[config.mk]
export PLATFORM = sky130hd
export DESIGN_NAME = ccs_top
export DESIGN_NICKNAME = d
export VERILOG_FILES = /design/src/rtl/ccs_pkg.sv /design/src/rtl/ccs_sel_if.sv /design/src/rtl/ccs_clk_mux.sv /design/src/rtl/ccs_top.sv
export VERILOG_INCLUDE_DIRS = /design/src /design/src/rtl
export SDC_FILE = /design/constraint.sdc
export NUM_CORES = 1
export LEC_CHECK = 0
export BUFFER_PORTS_ARGS = -buffer_cell sky130_fd_sc_hd__buf_2
export CORE_MARGIN = 2
export CORE_UTILIZATION = 35
export CTS_BUF_LIST = sky130_fd_sc_hd__clkbuf_16
export DETAILED_ROUTE_END_ITERATION = 10
export PLACE_DENSITY_LB_ADDON = 0.08
export SYNTH_ARGS = -nofsm -noshare
export SYNTH_HDL_FRONTEND = slang
export SYNTH_HIERARCHICAL = 1
export SYNTH_SLANG_ARGS = --single-unit
[constraint.sdc]
create_clock -name clock -period 1.8 [get_ports clock]
set_input_delay 0.36 -clock clock [delete_from_list [all_inputs] [get_ports clock]]
set_output_delay 0.36 -clock clock [all_outputs]
set_load 0.03 [all_outputs]
[src/rtl/ccs_params.svh]
// Summary of operation
// - Code 000 picks the fast crystal and 001 the slow crystal, both fields.
// - Core field code 010 routes the PLL output to the core clock.
// - Core field code 011 routes the 10 kHz internal oscillator to core.
// - Core field code 111 routes the undivided fast internal oscillator to core.
// - Tick field code 010 feeds the tick timer the fast crystal over two.
// - Tick field code 011 feeds the tick timer the core clock over two.
// - Tick field code 111 feeds the tick timer the fast oscillator over two.
// - Tick field choice applies only while tick control bit 2 is zero.
// - Writes to either source field are ignored unless protection is open.
// - Any reset reloads the core field from the boot config field: 000 or 111.
// - A core switch sets the fail flag if target is unstable, else clears.
// - Writing one to the fail flag clears it.
`ifndef CCS_PARAMS_SVH
`define CCS_PARAMS_SVH
// ==========================================================
// register map
`define CCS_OFF_UNLOCK 8'h00
`define CCS_OFF_STATUS 8'h0C
`define CCS_OFF_SEL0 8'h10
// ==========================================================
// fields
`define CCS_CORE_LSB 0
`define CCS_CORE_MSB 2
`define CCS_TICK_LSB 3
`define CCS_TICK_MSB 5
`define CCS_FAIL_BIT 7
`define CCS_TICK_RESET 3'h7
`define CCS_CORE_RESET 3'h7
// ==========================================================
// source codes
`define CCS_C_HXT 3'h0
`define CCS_C_LXT 3'h1
`define CCS_C_PLL 3'h2
`define CCS_C_LIRC 3'h3
`define CCS_C_HIRC 3'h7
`define CCS_T_HXT2 3'h2
`define CCS_T_HCLK2 3'h3
// ==========================================================
// unlock bytes and write/read response codes
`define CCS_KEY1 8'h59
`define CCS_KEY2 8'h16
`define CCS_KEY3 8'h88
`define CCS_RESP_OK 2'h0
`define CCS_RESP_ERR 2'h2
`endif

[src/rtl/ccs_pkg.sv]
`default_nettype none
package ccs_pkg;
    typedef logic [2:0] ccs_code_t;
    typedef logic [4:0] ccs_sel_t;
    typedef enum logic [1:0] {
        CCS_LOCKED = 2'b00,
        CCS_GOT1 = 2'b01,
        CCS_GOT2 = 2'b10,
        CCS_OPEN = 2'b11
    } ccs_lock_t;
endpackage : ccs_pkg
`default_nettype wire

[src/rtl/ccs_sel_if.sv]
`default_nettype none
interface ccs_sel_if;
    import ccs_pkg::*;
    ccs_code_t core_code;
    ccs_code_t tick_code;
    ccs_sel_t core_sel;
    ccs_sel_t tick_sel;
    modport ctl (output core_code, output tick_code, input core_sel, input tick_sel);
    modport dec (input core_code, input tick_code, output core_sel, output tick_sel);
endinterface : ccs_sel_if
`default_nettype wire

[src/rtl/ccs_clk_mux.sv]
`include "ccs_params.svh"
`default_nettype none
// one-hot order, core: hxt, lxt, pll, lirc, hirc
// one-hot order, tick: hxt, lxt, hxt/2, hclk/2, hirc/2
module ccs_clk_mux
    import ccs_pkg::*;
(
    ccs_sel_if.dec sel
);
    // ==========================================================
    // decoders
    function automatic ccs_sel_t core_dec(input ccs_code_t c);
        ccs_sel_t s;
        s = 5'h00;
        unique case (c)
            `CCS_C_HXT: s = 5'h01;
            `CCS_C_LXT: s = 5'h02;
            `CCS_C_PLL: s = 5'h04;
            `CCS_C_LIRC: s = 5'h08;
            `CCS_C_HIRC: s = 5'h10;
            default: s = 5'h00;
        endcase
        return s;
    endfunction : core_dec

    function automatic ccs_sel_t tick_dec(input ccs_code_t c);
        ccs_sel_t s;
        s = 5'h00;
        unique case (c)
            `CCS_C_HXT: s = 5'h01;
            `CCS_C_LXT: s = 5'h02;
            `CCS_T_HXT2: s = 5'h04;
            `CCS_T_HCLK2: s = 5'h08;
            `CCS_C_HIRC: s = 5'h10;
            default: s = 5'h00;
        endcase
        return s;
    endfunction : tick_dec

    // ==========================================================
    // select outputs
    // core and tick decode
    assign sel.core_sel = core_dec(sel.core_code);
    assign sel.tick_sel = tick_dec(sel.tick_code);
endmodule : ccs_clk_mux
`default_nettype wire

[src/rtl/ccs_top.sv]
`include "ccs_params.svh"
`default_nettype none
module ccs_top
    import ccs_pkg::*;
(
    // clock and reset
    input wire logic clock,
    input wire logic rstn,
    // axi4-lite write address
    input wire logic awvalid,
    output logic awready,
    input wire logic [7:0] awaddr,
    input wire logic [2:0] awprot,
    // axi4-lite write data
    input wire logic wvalid,
    output logic wready,
    input wire logic [31:0] wdata,
    input wire logic [3:0] wstrb,
    // axi4-lite write response
    output logic bvalid,
    input wire logic bready,
    output logic [1:0] bresp,
    // axi4-lite read
    input wire logic arvalid,
    output logic arready,
    input wire logic [7:0] araddr,
    input wire logic [2:0] arprot,
    output logic rvalid,
    input wire logic rready,
    output logic [31:0] rdata,
    output logic [1:0] rresp,
    // system side
    input wire logic [2:0] boot_clock_config_field,
    input wire logic tick_src_is_core,
    input wire logic [4:0] osc_stable,
    // clock selects
    output logic [4:0] core_sel,
    output logic [4:0] tick_sel
);
    // ==========================================================
    // state
    ccs_sel_if sel_bus ();
    ccs_code_t core_code_reg;
    ccs_code_t tick_code_reg;
    ccs_lock_t lock_reg;
    ccs_lock_t lock_next;
    logic boot_done_reg;
    logic fail_reg;
    logic [4:0] stb_meta_reg;
    logic [4:0] stb_sync_reg;
    logic aw_hold_reg;
    logic w_hold_reg;
    logic [7:0] waddr_reg;
    logic [31:0] wdata_reg;
    logic [3:0] wstrb_reg;
    logic wr_fire;
    logic sel0_wr;
    logic core_switch;
    logic fail_clear;
    logic unlocked;
    logic [31:0] rd_value;

    function automatic logic addr_mapped(input logic [7:0] a);
        return (a == `CCS_OFF_UNLOCK) || (a == `CCS_OFF_STATUS) || (a == `CCS_OFF_SEL0);
    endfunction : addr_mapped

    ccs_clk_mux u_mux (
        .sel(sel_bus.dec)
    );

    assign sel_bus.core_code = core_code_reg;
    assign sel_bus.tick_code = tick_code_reg;
    assign unlocked = (lock_reg == CCS_OPEN);
    assign wr_fire = aw_hold_reg && w_hold_reg && !bvalid;
    assign sel0_wr = wr_fire && (waddr_reg == `CCS_OFF_SEL0) && wstrb_reg[0];
    assign core_switch = sel0_wr && unlocked;
    assign fail_clear = wr_fire && (waddr_reg == `CCS_OFF_STATUS) && wstrb_reg[0]
        && wdata_reg[`CCS_FAIL_BIT];

    // ==========================================================
    // oscillator stable synchroniser
    always_ff @(posedge clock or negedge rstn)
    begin
        if (!rstn)
        begin
            stb_meta_reg <= 5'h00;
            stb_sync_reg <= 5'h00;
        end
        else
        begin
            stb_meta_reg <= osc_stable;
            stb_sync_reg <= stb_meta_reg;
        end
    end

    // ==========================================================
    // write channel capture
    always_ff @(posedge clock or negedge rstn)
    begin
        if (!rstn)
        begin
            aw_hold_reg <= 1'b0;
            awready <= 1'b1;
            waddr_reg <= 8'h00;
        end
        else if (awvalid && awready)
        begin
            aw_hold_reg <= 1'b1;
            awready <= 1'b0;
            waddr_reg <= awaddr;
        end
        else if (wr_fire)
            aw_hold_reg <= 1'b0;
        else if (bvalid && bready)
            awready <= 1'b1;
    end

    always_ff @(posedge clock or negedge rstn)
    begin
        if (!rstn)
        begin
            w_hold_reg <= 1'b0;
            wready <= 1'b1;
            wdata_reg <= 32'h0000_0000;
            wstrb_reg <= 4'h0;
        end
        else if (wvalid && wready)
        begin
            w_hold_reg <= 1'b1;
            wready <= 1'b0;
            wdata_reg <= wdata;
            wstrb_reg <= wstrb;
        end
        else if (wr_fire)
            w_hold_reg <= 1'b0;
        else if (bvalid && bready)
            wready <= 1'b1;
    end

    always_ff @(posedge clock or negedge rstn)
    begin
        if (!rstn)
        begin
            bvalid <= 1'b0;
            bresp <= `CCS_RESP_OK;
        end
        else if (wr_fire)
        begin
            bvalid <= 1'b1;
            bresp <= addr_mapped(waddr_reg) ? `CCS_RESP_OK : `CCS_RESP_ERR;
        end
        else if (bready)
            bvalid <= 1'b0;
    end

    // ==========================================================
    // unlock sequence
    always_comb
    begin
        lock_next = lock_reg;
        if (wr_fire && (waddr_reg == `CCS_OFF_UNLOCK) && wstrb_reg[0])
        begin
            lock_next = (wdata_reg[7:0] == `CCS_KEY1) ? CCS_GOT1 : CCS_LOCKED;
            unique case (lock_reg)
                CCS_GOT1:
                    if (wdata_reg[7:0] == `CCS_KEY2)
                        lock_next = CCS_GOT2;
                CCS_GOT2:
                    if (wdata_reg[7:0] == `CCS_KEY3)
                        lock_next = CCS_OPEN;
                CCS_LOCKED, CCS_OPEN:
                    lock_next = lock_next;
            endcase
        end
    end

    always_ff @(posedge clock or negedge rstn)
    begin
        if (!rstn)
            lock_reg <= CCS_LOCKED;
        else
            lock_reg <= lock_next;
    end

    // ==========================================================
    // source select fields
    always_ff @(posedge clock or negedge rstn)
    begin
        if (!rstn)
        begin
            boot_done_reg <= 1'b0;
            core_code_reg <= `CCS_CORE_RESET;
            tick_code_reg <= `CCS_TICK_RESET;
        end
        else if (!boot_done_reg)
        begin
            boot_done_reg <= 1'b1;
            core_code_reg <= (boot_clock_config_field == `CCS_C_HXT) ? `CCS_C_HXT
                : `CCS_C_HIRC;
        end
        else if (core_switch)
        begin
            core_code_reg <= wdata_reg[`CCS_CORE_MSB:`CCS_CORE_LSB];
            tick_code_reg <= wdata_reg[`CCS_TICK_MSB:`CCS_TICK_LSB];
        end
    end

    // ==========================================================
    // switch fail flag
    // switch result, wins over a clear
    always_ff @(posedge clock or negedge rstn)
    begin
        if (!rstn)
            fail_reg <= 1'b0;
        else if (core_switch)
            fail_reg <= !(|(stb_sync_reg & core_dec_w(wdata_reg[`CCS_CORE_MSB:`CCS_CORE_LSB])));
        else if (fail_clear)
            fail_reg <= 1'b0;
    end

    // stability lookup of a requested code; unlisted codes count as unstable
    function automatic ccs_sel_t core_dec_w(input ccs_code_t c);
        ccs_sel_t s;
        s = 5'h00;
        unique case (c)
            `CCS_C_HXT: s = 5'h01;
            `CCS_C_LXT: s = 5'h02;
            `CCS_C_PLL: s = 5'h04;
            `CCS_C_LIRC: s = 5'h08;
            `CCS_C_HIRC: s = 5'h10;
            default: s = 5'h00;
        endcase
        return s;
    endfunction : core_dec_w

    // ==========================================================
    // select outputs, registered
    always_ff @(posedge clock or negedge rstn)
    begin
        if (!rstn)
        begin
            core_sel <= 5'h00;
            tick_sel <= 5'h00;
        end
        else
        begin
            core_sel <= sel_bus.core_sel;
            // tick timer on core clock when bit 2 set
            tick_sel <= tick_src_is_core ? 5'h00 : sel_bus.tick_sel;
        end
    end

    // ==========================================================
    // read channel
    always_comb
    begin
        unique case (araddr)
            `CCS_OFF_UNLOCK: rd_value = {31'h0000_0000, unlocked};
            `CCS_OFF_STATUS: rd_value = {24'h00_0000, fail_reg, 2'h0, stb_sync_reg};
            `CCS_OFF_SEL0: rd_value = {26'h000_0000, tick_code_reg, core_code_reg};
            default: rd_value = 32'h0000_0000;
        endcase
    end

    always_ff @(posedge clock or negedge rstn)
    begin
        if (!rstn)
        begin
            arready <= 1'b1;
            rvalid <= 1'b0;
            rdata <= 32'h0000_0000;
            rresp <= `CCS_RESP_OK;
        end
        else if (arvalid && arready)
        begin
            arready <= 1'b0;
            rvalid <= 1'b1;
            rdata <= rd_value;
            rresp <= addr_mapped(araddr) ? `CCS_RESP_OK : `CCS_RESP_ERR;
        end
        else if (rvalid && rready)
        begin
            arready <= 1'b1;
            rvalid <= 1'b0;
        end
    end
endmodule : ccs_top
`default_nettype wire

==> results.py <==
metrics = {
    "run_status": {
        "status": "finished, final reports clean",
    },
    "grt": {
        "grtUsageMet1_pct": 17.5,
        "grtUsageMet2_pct": 23.0,
        "antenna_found_initial": 0,
        "grt.total_usage_pct": 14.2,
        "grt_first_pass_wirelength_um": 9520,
        "use_met3_pct": 5.06,
        "grt_pass1_vias": 1953,
        "grt_start_max_net_pins": 52,
        "busiest_layer": "met2",
        "grt_overflow": 0,
    },
    "clock_network": {
        "cts.sinks": 63,
        "cts_root_buf": "clkbuf_16",
        "clock_path_buffers": 2,
        "clk_pin_slew_ns": 0.05,
        "clkLatencyLatePin_ns": 0.32,
        "cts_tree": "done",
        "numCtsBuffers": 9,
        "h-tree-depth": 3,
    },
    "placement": {
        "dp_cells": 411,
        "place_congestion": 0.710,
        "placed_area_sq_um": 3280,
        "dp_hpwl_um": 4060,
        "placement.io_buffers": 64,
    },
    "floorplanning": {
        "die-area_sq_um": 8830,
        "die-width_um": 94.0,
        "rows": 32,
        "start_util_pct": 36.5,
        "fp.dieH_um": 94.0,
        "fp.coreArea_sq_um": 7770,
        "pin_count": 125,
    },
    "synthesis": {
        "synthCells": 234,
        "ys_seq_elements": 63,
        "post-synth-top-count-cell": "dfrtp_1",
        "synthFlopType": "dfrtp_1",
        "yosysTopAreaCell": "dfrtp_1",
        "async_reset_ff_share_pct": 100,
        "synth_top_cells_by_count": "54 x dfrtp_1, 27 x buf_4, 23 x nand2_1",
        "synth_top_area_share_pct": 47.7,
        "synth_edf_count": 0,
        "avgSynthCellArea_sq_um": 12.1,
        "ys_types": 40,
        "netlist_area_sq_um": 2830,
        "synthTopCellsByArea": "dfrtp_1 48%, dfstp_2 8.3%, mux2_2 8.3%",
        "yosysWarningCount": 6,
        "ys_seq_area_share_pct": 56.0,
    },
    "routing": {
        "routed_wl_um": 5660,
        "drc_errors": 0,
        "dr.pass1.iters": 4,
        "vias_per_cell": 4.52,
        "drt-initial-drc-count": 75,
        "drt.antenna.violating_nets": 0,
        "wl_per_cell_um": 13.2,
        "vias": 1935,
    },
    "sta": {
        "clock_skew_ns": 0.00576,
        "period_share_pct": 93.8,
        "drv_slew": 0,
        "fin_crit_ns": 1.69,
        "finalSetupViolCount": 0,
        "final-hold-violation-count": 0,
        "fin_setup_tns_ns": 0,
        "fmaxAchievable_ghz": 0.592,
        "rsz0062_at_grt": "false",
        "whs_ns": 0.147,
    },
    "final_layout": {
        "final_cells": 428,
        "drive_above_1_share_pct": 40.8,
        "fin_area_sq_um": 3590,
        "fillers": 758,
        "num-nets-final": 399,
        "diodes": 0,
        "fin_util_pct": 46.2,
        "syn_to_final_growth_pct": 26.6,
    },
    "worst_hold_path": {
        "worstHoldStart": "osc_stable[0]",
        "holdCritPathClass": "primary input to flop",
        "hold_depth": 1,
        "holdPathEnd": "stb_meta_reg[0]",
    },
    "setup_path": {
        "reg2regPathDepth": 6,
        "path_cells": "ha_2 > buf_4 > nor4bb_2 > and4b_1 > nand2_1 > mux2_2",
        "rrSetupSlack_ns": 0.11,
        "crit_fanout": 3,
        "rr_startpoint": "lock_reg[0]",
        "slowest_delay_ns": 0.38,
        "crit_path_end_kind": "flop",
        "worst_ep_arrival_time_ns": 1.93,
        "slowest_stage": "dfrtp_1",
        "cp-startpoint": "lock_reg[0]",
        "criticalPathCategory": "flop to flop",
        "r2r-end": "sel_bus.tick_code[2]",
        "cp-start-kind": "flop",
        "cp.required_ns": 2.04,
    },
    "power_and_ir_drop": {
        "ir_worst_vdd_uv": 586,
        "p_leak_nw": 1.70,
        "power.density_nw_per_um2": 1190,
    },
    "run": {
        "cap_violations": 0,
    },
}
logic make-up (layout without fill, tap and decap cells):
group	count (synthesis)	after routing	share of synthesized area (%)
AO/OA/AOI/OAI	30	30	6.80
adder cells (fa/ha/maj)	3	3	1.32
buffers and inverters	35	101	8.26
flip-flops	63	63	56.0
multiplexers	27	27	10.5
other	2	28	0.265
AND/OR/NAND/NOR	74	74	16.9
metrics by stage:
stage          power [mW]  setup WS [ns]
2_1_floorplan        2.56          0.154
3_3_place_gp         2.82         -0.123
6_report             4.27          0.111
4_1_cts              4.32        0.00635
3_5_place_dp         2.83        -0.0650
5_1_grt              4.52        0.00508
area by class of cell:
type | count | area [sq um] | share of cell area (%)
Sequential cell | 63 | 1590 | 44.3
Clock buffer | 9 | 225 | 6.28
Inverter | 7 | 26.3 | 0.732
Clock inverter | 6 | 23.8 | 0.663
Tap cell | 102 | 128 | 3.56
Multi-Input combinational cell | 162 | 1150 | 32.0
Timing Repair Buffer | 79 | 448 | 12.5
metal layers:
layer	up-vias	wire, um
li1	951	-
met1	911	2540
met2	71	2730
met3	2	357
met4	0	32
met5	-	0
worst max-delay path: cells and delay by family (launching register included):
family                   cells  cell delay (ns)
flip-flops                   1             0.38
AND/OR/NAND/NOR              3             0.56
multiplexers                 1             0.35
buffers and inverters        1             0.13
adder cells (fa/ha/maj)      1             0.20
where the power goes:
group / internal, mW / switching (mW) / leakage (nW)
logic: 0.401 / 0.434 / 0.786
clock network: 0.893 / 0.556 / 0.134
registers: 1.71 / 0.278 / 0.777
total: 3.01 / 1.27 / 1.70
placed cells by master (no fill, tap or decap), types with 2 or more instances in the layout:
cell type and count:
buf_4 13, nor3_1 4, a22oi_1 4, nand2_1 23, inv_1 10, nor2_1 7, nand4_1 3, o21ai_1 7
ha_1 2, clkbuf_16 9, nor2b_1 8, clkinv_1 2, dfrtp_1 54, nand4b_1 2, or4_4 2, buf_2 64
o21ai_0 8, and4b_1 2, a311o_1 3, nor4_4 3, nand3b_1 4, a21oi_1 2, and3b_2 2, dfstp_2 9
mux2i_1 6, nand3_1 2, mux2_2 21, nor3b_1 4, and3_2 2, conb_1 28
what timing repair did:
item                                    4_1_cts  5_1_grt
setup buffers                                 0        1
hold buffers                                  1        0
endpoints found under the hold margin        12        0
gates cloned                                  0        0
pin swaps                                     0        1
endpoints found under the setup margin        1        8
gates resized for setup                       3        4
worst max-delay path by stage:
stage                                 endpoint  depth (start not counted)
after global placement                rdata[0]                          6
after CTS                             rdata[0]                          6
after floorplan                    lock_reg[1]                          4
after global routing      sel_bus.tick_code[2]                          6
final                     sel_bus.tick_code[2]                          6
after detailed placement              rdata[0]                          6
Power figures use the tool's default switching activity.
